===== src/lat_regs.svh =====
// Register offsets, field positions, reset values and timing figures
// for the left AGC timing configuration bank.
// Assumes the includer wraps nothing around it; definitions only.
`ifndef LAT_REGS_SVH
`define LAT_REGS_SVH

// ----------------------------------------------------------------
// Register map
// ----------------------------------------------------------------
`define LAT_PAGE           8'h00
`define LAT_ATTACK_IDX     8'h67
`define LAT_DECAY_IDX      8'h68
`define LAT_TIMING_RST     8'h00
`define LAT_UNMAPPED_RD    8'h00
`define LAT_TIME_RST       16'h0000

// ----------------------------------------------------------------
// Field positions
// ----------------------------------------------------------------
`define LAT_SEL_BIT        7
`define LAT_BASE_HI        6
`define LAT_BASE_LO        5
`define LAT_MULT_HI        4
`define LAT_MULT_LO        2

// ----------------------------------------------------------------
// Baseline times in ms
// ----------------------------------------------------------------
`define LAT_ATT_00_MS      16'h0007
`define LAT_ATT_01_MS      16'h0008
`define LAT_ATT_10_MS      16'h000a
`define LAT_ATT_11_MS      16'h000b
`define LAT_DEC_00_MS      16'h0032
`define LAT_DEC_01_MS      16'h0096
`define LAT_DEC_10_MS      16'h00fa
`define LAT_DEC_11_MS      16'h015e

// ----------------------------------------------------------------
// Decay caps in ms, per decimation ratio
// ----------------------------------------------------------------
`define LAT_CAP_1_MS       16'h0fa0
`define LAT_CAP_1P5_MS     16'h15e0
`define LAT_CAP_2_MS       16'h1f40
`define LAT_CAP_2P5_MS     16'h2580
`define LAT_CAP_3_MS       16'h2bc0
`define LAT_CAP_4_MS       16'h3e80
`define LAT_CAP_5_MS       16'h4b00
`define LAT_CAP_5P5_MS     16'h5780

`endif


===== src/lat_pkg.sv =====
// Types shared by the left AGC timing configuration bank.
// Assumes lat_regs.svh supplies the numeric constants.
package lat_pkg;

	// Time in milliseconds
	typedef logic [15:0] lat_ms_t;

	// Half-step decimation ratio code, twice the ratio
	typedef logic [3:0]  lat_ratio_t;

	// Timing source of one AGC time
	typedef enum logic {
		LAT_SRC_LEGACY,
		LAT_SRC_REG
	} lat_src_t;

endpackage


===== src/lat_config.sv =====
// Left AGC attack and decay timing registers with decode to effective times.
// Assumes a synchronous register port from the control bus front end
// and legacy times and decimation ratio supplied by the codec core.
`timescale 1ns/1ps
`include "lat_regs.svh"

module lat_config (
	// Clock and reset
	input  wire logic               CLOCK_I,
	input  wire logic               RSTN_I,
	// Register port
	input  wire logic [7:0]         REG_PAGE_I,
	input  wire logic [7:0]         REG_ADDR_I,
	input  wire logic               REG_WE_I,
	input  wire logic [7:0]         REG_WDATA_I,
	input  wire logic               REG_RE_I,
	output logic      [7:0]         REG_RDATA_O,
	output logic                    REG_RVALID_O,
	// Codec core side
	input  wire lat_pkg::lat_ms_t   LEGACY_ATTACK_MS_I,
	input  wire lat_pkg::lat_ms_t   LEGACY_DECAY_MS_I,
	input  wire lat_pkg::lat_ratio_t ADC_DECIMATION_RATIO_I,
	// Effective times to the gain engine
	output lat_pkg::lat_ms_t        ATTACK_MS_O,
	output lat_pkg::lat_ms_t        DECAY_MS_O
);

	// ----------------------------------------------------------------
	// Decode functions
	// ----------------------------------------------------------------

	// Attack baseline from the two-bit code
	function automatic lat_pkg::lat_ms_t att_base(input logic [1:0] code);
		case (code)
			2'h0:    att_base = `LAT_ATT_00_MS;
			2'h1:    att_base = `LAT_ATT_01_MS;
			2'h2:    att_base = `LAT_ATT_10_MS;
			default: att_base = `LAT_ATT_11_MS;
		endcase
	endfunction

	// Decay baseline from the two-bit code
	function automatic lat_pkg::lat_ms_t dec_base(input logic [1:0] code);
		case (code)
			2'h0:    dec_base = `LAT_DEC_00_MS;
			2'h1:    dec_base = `LAT_DEC_01_MS;
			2'h2:    dec_base = `LAT_DEC_10_MS;
			default: dec_base = `LAT_DEC_11_MS;
		endcase
	endfunction

	// Baseline times two to the multiplier code; 350 ms x 128 fits 16 bits
	function automatic lat_pkg::lat_ms_t scale(input lat_pkg::lat_ms_t base,
	                                           input logic [2:0] mult);
		scale = base << mult;
	endfunction

	// Decay cap from the half-step ratio code; out-of-range codes clamp
	function automatic lat_pkg::lat_ms_t dec_cap(input lat_pkg::lat_ratio_t r);
		case (r)
			4'h0, 4'h1, 4'h2: dec_cap = `LAT_CAP_1_MS;
			4'h3:             dec_cap = `LAT_CAP_1P5_MS;
			4'h4:             dec_cap = `LAT_CAP_2_MS;
			4'h5:             dec_cap = `LAT_CAP_2P5_MS;
			4'h6, 4'h7:       dec_cap = `LAT_CAP_3_MS;
			4'h8, 4'h9:       dec_cap = `LAT_CAP_4_MS;
			4'ha:             dec_cap = `LAT_CAP_5_MS;
			default:          dec_cap = `LAT_CAP_5P5_MS;
		endcase
	endfunction

	// ----------------------------------------------------------------
	// Register storage
	// ----------------------------------------------------------------
	logic [7:0]        attack_q;
	logic [7:0]        decay_q;
	logic              hit_page;
	lat_pkg::lat_src_t att_src;
	lat_pkg::lat_src_t dec_src;
	lat_pkg::lat_ms_t  att_d;
	lat_pkg::lat_ms_t  dec_raw;
	lat_pkg::lat_ms_t  dec_lim;
	lat_pkg::lat_ms_t  dec_d;

	assign hit_page = (REG_PAGE_I == `LAT_PAGE);

	// Attack timing register write; whole byte stored as written
	always_ff @(posedge CLOCK_I or negedge RSTN_I) begin
		if (!RSTN_I) begin
			attack_q <= `LAT_TIMING_RST;
		end else if (REG_WE_I && hit_page && REG_ADDR_I == `LAT_ATTACK_IDX) begin
			attack_q <= REG_WDATA_I;
		end
	end

	// Decay timing register write, next index after attack
	always_ff @(posedge CLOCK_I or negedge RSTN_I) begin
		if (!RSTN_I) begin
			decay_q <= `LAT_TIMING_RST;
		end else if (REG_WE_I && hit_page && REG_ADDR_I == `LAT_DECAY_IDX) begin
			decay_q <= REG_WDATA_I;
		end
	end

	// Readback one cycle after the read strobe; unmapped reads give zero
	always_ff @(posedge CLOCK_I or negedge RSTN_I) begin
		if (!RSTN_I) begin
			REG_RDATA_O  <= `LAT_UNMAPPED_RD;
			REG_RVALID_O <= 1'b0;
		end else begin
			REG_RVALID_O <= REG_RE_I;
			if (!REG_RE_I) begin
				REG_RDATA_O <= REG_RDATA_O;
			end else if (hit_page && REG_ADDR_I == `LAT_ATTACK_IDX) begin
				REG_RDATA_O <= attack_q;
			end else if (hit_page && REG_ADDR_I == `LAT_DECAY_IDX) begin
				REG_RDATA_O <= decay_q;
			end else begin
				REG_RDATA_O <= `LAT_UNMAPPED_RD;
			end
		end
	end

	// ----------------------------------------------------------------
	// Effective time selection
	// ----------------------------------------------------------------

	// Source selects
	assign att_src = attack_q[`LAT_SEL_BIT] ? lat_pkg::LAT_SRC_REG : lat_pkg::LAT_SRC_LEGACY;
	assign dec_src = decay_q[`LAT_SEL_BIT] ? lat_pkg::LAT_SRC_REG : lat_pkg::LAT_SRC_LEGACY;

	// Attack time from legacy input or own fields
	always_comb begin
		case (att_src)
			lat_pkg::LAT_SRC_REG: att_d = scale(att_base(attack_q[`LAT_BASE_HI:`LAT_BASE_LO]),
			                                    attack_q[`LAT_MULT_HI:`LAT_MULT_LO]);
			default:              att_d = LEGACY_ATTACK_MS_I;
		endcase
	end

	// Decay time from legacy input or own fields, then capped
	always_comb begin
		case (dec_src)
			lat_pkg::LAT_SRC_REG: dec_raw = scale(dec_base(decay_q[`LAT_BASE_HI:`LAT_BASE_LO]),
			                                      decay_q[`LAT_MULT_HI:`LAT_MULT_LO]);
			default:              dec_raw = LEGACY_DECAY_MS_I;
		endcase
		dec_lim = dec_cap(ADC_DECIMATION_RATIO_I);
		dec_d   = (dec_raw > dec_lim) ? dec_lim : dec_raw;
	end

	// Registered effective times
	always_ff @(posedge CLOCK_I or negedge RSTN_I) begin
		if (!RSTN_I) begin
			ATTACK_MS_O <= `LAT_TIME_RST;
			DECAY_MS_O  <= `LAT_TIME_RST;
		end else begin
			ATTACK_MS_O <= att_d;
			DECAY_MS_O  <= dec_d;
		end
	end
endmodule // lat_config


===== config.mk =====
export PLATFORM = sky130hd
export DESIGN_NAME = lat_config
export DESIGN_NICKNAME = d
export VERILOG_FILES = /design/src/lat_pkg.sv /design/src/lat_config.sv
export VERILOG_INCLUDE_DIRS = /design/src
export SDC_FILE = /design/constraint.sdc
export NUM_CORES = 1
export LEC_CHECK = 0
export BUFFER_PORTS_ARGS = -buffer_cell sky130_fd_sc_hd__buf_2
export CAP_MARGIN = 25
export CORE_MARGIN = 1.5
export CORE_UTILIZATION = 51
export CTS_BUF_LIST = sky130_fd_sc_hd__clkbuf_8 sky130_fd_sc_hd__clkbuf_16
export DETAILED_ROUTE_END_ITERATION = 8
export GPL_ROUTABILITY_DRIVEN = 0
export HOLD_SLACK_MARGIN = 0.03
export PLACE_DENSITY_LB_ADDON = 0.3
export SETUP_SLACK_MARGIN = 0.2
export SYNTH_ARGS = -nofsm -noshare
export SYNTH_HDL_FRONTEND = slang
export SYNTH_SLANG_ARGS = --single-unit

===== constraint.sdc =====
create_clock -name CLOCK_I -period 4.05 [get_ports CLOCK_I]
set_input_delay 0.6075 -clock CLOCK_I [delete_from_list [all_inputs] [get_ports CLOCK_I]]
set_output_delay 0.6075 -clock CLOCK_I [all_outputs]
set_load 0.02 [all_outputs]

Yosys cells after proc, flatten, opt, wreduce, memory -nomap -nowiden

Memory sizes are Yosys's and may differ from the RTL's.
Cells that the tools add are included.
W data, S select, Z words.

Register bits after elaboration: 57
Bits in read-only memories: 160
Bits of input ports: 64
Output and inout port bits: 41
Memories kept: 1

Memory list:

| name             | words | width | rd ports | clocked after memory_dff | wr ports | RTL line         | RTL |
|---|---|---|---|---|---|---|---|
| (name not given) | 16    | 10    | 1        | 0                        | 0        | lat_config.sv:60 | `case (r)` |

Order comparisons: 1
Equal/unequal tests: 6
Shift operators: 2
Mux-type cells: 11
Reductions and logical operators: 8

Operator list:

| cell                 | count |
|---|---|
| $mux W16             | 5 |
| $shl A16 B3 Y16      | 2 |
| $pmux W9 S3          | 1 |
| $eq A8 B7 Y1 const B | 2 |
| $gt A16 B16 Y1       | 1 |
| $mux W8              | 2 |
| $pmux W4 S3          | 1 |
| $logic_not A8 Y1     | 1 |
| $logic_and A1 B1 Y1  | 5 |
| $eq A2 B1 Y1 const B | 2 |
| $eq A2 B2 Y1 const B | 2 |
| $logic_not A2 Y1     | 2 |
| $mux W1              | 2 |

Longest topological paths before layout

Gate-level depths: netlist (run 1).

Depth after elaboration: 7
Mapped depth: 14
Gate-level depth less buffers: 13

Worst setup path after synthesis (run 1)

OpenSTA, ideal clock, no wires.

Path type: register -> register
Start: register decay_q[6]
End: register DECAY_MS_O[14]
Setup time: 125 ps
Arrival time: 3,050 ps
Required time: 3,925 ps
Path slack: 874 ps
Stages on the path, launching flop included: 13
Buffers on the path: 1
Clock period less this slack: 3,176 ps
Cells stage by stage: dfrtp_1 inv_1 ha_1 mux4_2 a22oi_1 inv_1 ha_1 nand3_1 a211o_1 o211a_1 o21ai_2 buf_6 mux2_4

Cells in the longest elaborated chain, start to end: 7

Ends and longest elaborated chain:

| item                                 | RTL line          | RTL |
|---|---|---|
| start, declared                      | lat_config.sv:76  | `logic [7:0] decay_q;` |
| start signal, assigned               | lat_config.sv:99  | `` decay_q <= `LAT_TIMING_RST; `` |
| $eq A2 B2 Y1 (tied with other cells) | lat_config.sv:44  | `case (code)` |
| $pmux W9 S3 (*)                      | lat_config.sv:44  |  |
| $mux W16 (*)                         | lat_config.sv:143 | `case (dec_src)` |
| $shl A16 B3 Y16 (*)                  | lat_config.sv:55  | `scale = base << mult;` |
| $mux W16 (*)                         | lat_config.sv:143 |  |
| $gt A16 B16 Y1                       | lat_config.sv:149 | `dec_d = (dec_raw > dec_lim) ? dec_lim : dec_raw;` |
| $mux W16 (*)                         | lat_config.sv:149 |  |
| net dec_d[14]                        | lat_config.sv:83  | `lat_pkg::lat_ms_t dec_d;` |
| end signal, assigned                 | lat_config.sv:156 | `` DECAY_MS_O <= `LAT_TIME_RST; `` |
| end, declared                        | lat_config.sv:25  | `output lat_pkg::lat_ms_t DECAY_MS_O` |

Mark *: on every way through the listed nets, which the timed path passes. The rest lies on a longest branch. The select of a mux whose other input is x is not followed.
A chain may end at the register's enable or synchronous reset.

Worst setup path after layout (run 1)

Start: register decay_q[5]
End: register DECAY_MS_O[12]

The elaborated chain is that of the path after synthesis.

==> results_dict.tcl, run 1 <==
set metrics [dict create \
    multi_input_area_um2 1700 \
    antenna_cells 0 \
    avgSynthCellArea_um2 9.78 \
    p_comb_frac 0.155 \
    yosysSeqAreaShare 0.431 \
    fin_nets 517 \
    worst_path_dominant_cell_family "compound AO/OA/AOI/OAI gates" \
    async_reset_ff_frac 1.00 \
    cts_tree "yes" \
    viasPerCell 5.56 \
    status "finished, final reports clean" \
    place_ws_ns 0.430 \
    wire_per_inst_um 15.1 \
    drive_gt1_frac 0.351 \
    crit_path_max_fanout 9 \
    critical_path.slowest_cell "dfrtp_2" \
    drc 0 \
    clock_skew_ns 0.00948 \
    yosysMostFrequentCell "dfrtp_1" \
    numCtsBuffers 9 \
    seqPwrFrac 0.464 \
    fmax_mhz 289 \
    ys_top_cells_by_area "dfrtp_1, mux2_2, ha_1" \
    htreeDepth 3 \
    dpl.hpwl_mm 5.85 \
    cts_setup_buffers 0 \
    final_antenna_net_count 0 \
    endpoint_kind "register" \
    ys_warn_count 0 \
    power_leakage_nw 1.99 \
    grt_pass1_wl_mm 12.9 \
    placed_area_um2 3850 \
    grt_setup_unrepaired "no" \
    place_inst 501 \
    arrival_ns 3.72 \
    die_h_um 83.5 \
    synth-seq-cells 57 \
    first_global_vias 2776 \
    clkPwrFrac 0.380 \
    die_w_um 83.5 \
    core_area_um2 6310 \
    grt_max_degree 32 \
    cts_resized 0 \
    synth.largest_area_cell "dfrtp_1" \
    start_kind "register" \
    timing.final.hold_violations 0 \
    synth_area_um2 3310 \
    synth_top_flop_cell "dfrtp_1" \
    setup_tns_ns 0 \
    ir_drop_mv 0.242 \
    required_ns 4.30 \
    wirelength_mm 7.80 \
    io_pins 105 \
    clock_path_buffers 2 \
    path_cells "inv_1 -> ha_1 -> nand2b_1 -> o221ai_1 -> o21ai_0 -> a22oi_1 -> inv_1 -> ha_1 -> nand3_1 -> a211o_1 -> o211a_1 -> o21ai_4 -> buf_4 -> mux2i_1" \
    numPortBuffers 104 \
    rows 29 \
    cts.sinks 57 \
    slew-limit-headroom 0.504 \
    vias 2868 \
    seq_area_um2 1430 \
    fin_ws_ns 0.589 \
    critPathKind "reg2reg" \
    drtIter0Drc 148 \
    path_buf_inv 3 \
    synth_nets 420 \
    sw_frac_of_total 0.269 \
    hold_class "in2async" \
    crit_path_start "decay_q[5]" \
    syn_to_final_growth_pct 22.3 \
    timing.final.crit_period_ns 3.46 \
    postLayoutCoreUtil 0.641 \
    cap_violations 0 \
    cts-root-buf "clkbuf_8" \
    synth_cells 338 \
    clkTransAtPathRegs_ns 0.07 \
    synth_edf_count 0 \
    fin_cells 516 \
    cellPowerDensity_nw_per_um2 322 \
    max_slew.worst_pin.slew_ns 0.745 \
    cpPeakStageDelay_ns 0.43 \
    grt_antenna_before_repair 0 \
    switching_power_mw 0.351 \
    overflow 0 \
    report.final.slew_viol_count 0 \
    start_util 0.524 \
    n_fill_cell 527 \
    track_usage 0.236 \
    finalSetupViolCount 0 \
    clk_latency_ns 0.34 \
    p_int_mw 0.953 \
    fp.dieArea_um2 6980 \
    ctsHoldBuffers 0 \
    synth_top_area_share 0.431 \
    reg2reg_from "decay_q[5]" \
    timing.final.crit_share 0.855 \
    firstDrtPassIters 5 \
    final_cell_area_um2 4050 \
    synth_cell_types 59 \
    synth_top_cells_by_count "dfrtp_1, inv_1, a21oi_1" \
]
[per-layer routing]
layer  share of wire  routed length [um]  global-route usage  vias up
li1                -                   -                   -     1399
met1            0.44                3450               0.307     1335
met2            0.46                3610               0.370      119
met3           0.073                 570              0.0673       15
met4           0.021                 161               0.103        0
met5               0                   0                   0        -
[final cells by class]
cell class              instances  share of cell area
repair buffers                106               0.132
well taps                      77              0.0238
inverters                      28              0.0260
clock inverters                 6              0.0130
multi-input cells             233               0.421
flip-flops and latches         57               0.353
clock buffers                   9              0.0306
[cells by family (layout without fill, tap and decap cells)]
family / count (synthesis) / in the layout / share of synthesized area
buffers and inverters: 48 / 149 / 0.0583
multiplexers: 32 / 32 / 0.110
adder cells (fa/ha/maj): 18 / 18 / 0.0681
AO/OA/AOI/OAI: 85 / 85 / 0.165
flip-flops: 57 / 57 / 0.431
other: 1 / 1 / 0.00113
AND/OR/NAND/NOR: 96 / 96 / 0.163
XOR/XNOR: 1 / 1 / 0.00265
[layout by cell type, fill, tap and decap left out, types with 3 or more instances in the layout]
cell      Yosys  layout
dfrtp_1      57      55
mux2_2       22      22
a21oi_1      25      25
buf_2         4     104
clkinv_2      0       3
mux2i_1       8       8
nand4_1       4       4
nor2b_1      14      14
ha_1         18      18
nand3b_1      4       4
nor3b_1       3       3
nand2_1      14      14
a31oi_1       3       3
inv_1        27      29
clkbuf_8      0       9
nand3_1       6       6
o22ai_1       5       5
nor2_1       23      23
nand2b_1      8       8
a22oi_1      12      12
o21ai_0      17      17
nor3_1        4       4
[worst reg2reg max path, stage by stage (launching register included)]
cell and delay, ns:
dfrtp_2 0.43, inv_1 0.10, ha_1 0.24, nand2b_1 0.19, o221ai_1 0.18, o21ai_0 0.19, a22oi_1 0.27, inv_1 0.08
ha_1 0.32, nand3_1 0.13, a211o_1 0.30, o211a_1 0.17, o21ai_4 0.36, buf_4 0.22, mux2i_1 0.19
[sequential cells by signal, summed over array words and instances (netlist names)]
signal and flops:
ATTACK_MS_O 16, DECAY_MS_O 16, REG_RDATA_O 8, REG_RVALID_O 1, attack_q 8, decay_q 8
[through the flow]
stage / total power [mW] / hold slack [ns]
finish: 1.30 / 0.258
CTS: 1.32 / 0.264
floorplan: 0.729 / 0.312
global placement: 0.812 / 0.487
detailed placement: 0.817 / 0.503
global route: 1.37 / 0.299
[path summary, 6_finish.rpt]
path	endpoint	slack, ns	cells after the start
min in group CLOCK_I	ATTACK_MS_O[1]	0.51	3
max	DECAY_MS_O[12]	0.59	14
max reg2reg	DECAY_MS_O[12]	0.59	14
min reg2reg	decay_q[1]	0.51	1
max in group asynchronous	decay_q[6]	2.95	2
min	ATTACK_MS_O[5]	0.26	1
[power groups by stage]
| stage | Combinational [mW] | Clock, mW | Sequential [mW] |
|---|---|---|---|
| 6_report | 0.202 | 0.496 | 0.606 |
| 5_1_grt | 0.222 | 0.539 | 0.608 |
| 4_1_cts | 0.202 | 0.509 | 0.606 |
| 3_5_place_dp | 0.201 | 0 | 0.616 |
| 3_3_place_gp | 0.196 | 0 | 0.616 |
| 2_1_floorplan | 0.0744 | 0 | 0.654 |
(Power assumes the default switching activity.)
==> inputs of run 2 (changes only) <==
- PLACE_DENSITY: unset -> 0.89
- PLACE_DENSITY_LB_ADDON: 0.3 -> unset
==> run 2 against run 1 <==
  * Sequential share of layout area decreased by 0.13 points
  * First-iteration DRC count increased by 60%
  * Total power increased by 2.2%
  * Combinational power about the same
  * Setup slack got worse by 0.048 ns
  * Die area unchanged
  * Critical path depth decreased by 1
  * Sequential power about the same
  * Final cell count increased by 0.19%
  * Sequential cell count unchanged
  * Critical endpoint is now DECAY_MS_O[0]
==> results_dict.tcl, run 2 (synthesis results as in run 1) <==
set metrics [dict create \
    fp.dieArea_um2 6980 \
    final_cell_area_um2 4060 \
    cts_resized 0 \
    dpl.hpwl_mm 5.98 \
    final_cell_mix "buf_2, dfrtp_1, inv_1" \
    top_regs "ATTACK_MS_O x16, DECAY_MS_O x16" \
    final_antenna_net_count 0 \
    vias 2950 \
    r2r.worst_path.cells 13 \
    die_h_um 83.5 \
    track_usage 0.236 \
    crit_path_max_fanout 11 \
    numPortBuffers 104 \
    n_fill_cell 510 \
    place_inst 501 \
    fin_cells 517 \
    final_common_cell "buf_2" \
    reg2reg_from "decay_q[6]" \
    overflow 0 \
    cts_tree "yes" \
    clock_skew_ns 0.0123 \
    clkTransAtPathRegs_ns 0.07 \
    finalSetupViolCount 0 \
    place_ws_ns 0.427 \
    wirelength_mm 8.17 \
    report.final.slew_viol_count 0 \
    wire_per_inst_um 15.8 \
    critPathKind "reg2reg" \
    slew-limit-headroom 0.516 \
    multi_input_area_um2 1710 \
    timing.final.crit_period_ns 3.51 \
    clk_latency_ns 0.35 \
    numCtsBuffers 9 \
    drive_gt1_frac 0.355 \
    htreeDepth 3 \
    cts-root-buf "clkbuf_8" \
    drtIter0Drc 237 \
    start_kind "register" \
    ctsHoldBuffers 0 \
    fin_nets 517 \
    status "finished, final reports clean" \
    firstDrtPassIters 4 \
    cap_violations 0 \
    ir_drop_mv 0.294 \
    seq_area_um2 1430 \
    cts_setup_buffers 0 \
    clock_path_buffers 2 \
    start_util 0.524 \
    arrival_ns 3.75 \
    grt_antenna_before_repair 0 \
    max_slew.worst_pin.slew_ns 0.726 \
    antenna_cells 0 \
    cts.sinks 57 \
    hold_class "in2async" \
    endpoint_kind "register" \
    fin_ws_ns 0.541 \
    timing.final.hold_violations 0 \
    required_ns 4.29 \
    placed_area_um2 3850 \
    viasPerCell 5.71 \
    rows 29 \
    r2r_slack_ns 0.54 \
    first_global_vias 2858 \
    die_w_um 83.5 \
    grt_max_degree 58 \
    syn_to_final_growth_pct 22.8 \
    grt_setup_unrepaired "no" \
    grt_pass1_wl_mm 13.1 \
    core_area_um2 6310 \
    cellPowerDensity_nw_per_um2 328 \
    power_leakage_nw 2.00 \
    timing.final.crit_share 0.866 \
    io_pins 105 \
    drc 0 \
    setup_tns_ns 0 \
    fmax_mhz 285 \
    regToRegEndpoint "DECAY_MS_O[0]" \
]
==> run 2: per-stage QoR <==
| stage | hold WS [ns] | power (mW) | utilization |
|---|---|---|---|
| final | 0.404 | 1.33 | 0.643 |
| after global routing | 0.466 | 1.38 | 0.643 |
| after global placement | 0.489 | 0.811 | 0.610 |
| after floorplan | 0.312 | 0.729 | - |
| after CTS | 0.425 | 1.34 | 0.640 |
| after detailed placement | 0.494 | 0.820 | 0.610 |
==> run 2: where the power goes <==
part           switching, mW  total, mW  leakage, nW  internal [mW]
sequential           0.00923      0.606        0.710          0.597
combinational          0.122      0.205         1.18         0.0838
clock                  0.243      0.521        0.102          0.278
==> run 2: cell type report <==
type                       instances  share of cell area
inverter                          28              0.0259
tap                               77              0.0237
sequential                        57               0.352
timing repair buffer             106               0.132
multi-input combinational        233               0.420
clock buffer                       9              0.0305
clock inverter                     7              0.0157
==> run 2: critical path, cell delays in order (launching register included) <==
cell	delay, ns
dfrtp_2	0.48
inv_1	0.10
ha_1	0.35
o221ai_1	0.22
o21ai_0	0.20
a221oi_2	0.35
inv_1	0.08
ha_1	0.31
nand4_1	0.12
a2111oi_0	0.31
and4bb_1	0.31
o21ai_4	0.13
buf_4	0.20
nor3b_1	0.23
==> run 2: worst max-delay path by stage <==
stage	start	endpoint	slack (ns)	cells after the start
after global routing	decay_q[5]	DECAY_MS_O[0]	0.29	14
after global placement	decay_q[6]	DECAY_MS_O[8]	0.61	11
after detailed placement	decay_q[6]	DECAY_MS_O[12]	0.43	13
after CTS	decay_q[6]	DECAY_MS_O[13]	0.40	13
final	decay_q[6]	DECAY_MS_O[0]	0.54	13
after floorplan	decay_q[6]	DECAY_MS_O[14]	0.87	12
==> run 2: routing by layer <==
metal | GRT usage | vias to the layer above | share of wire
met5 | 0 | - | 0
met1 | 0.289 | 1425 | 0.41
li1 | - | 1397 | -
met2 | 0.409 | 117 | 0.51
met3 | 0.0613 | 11 | 0.063
met4 | 0.0745 | 0 | 0.013
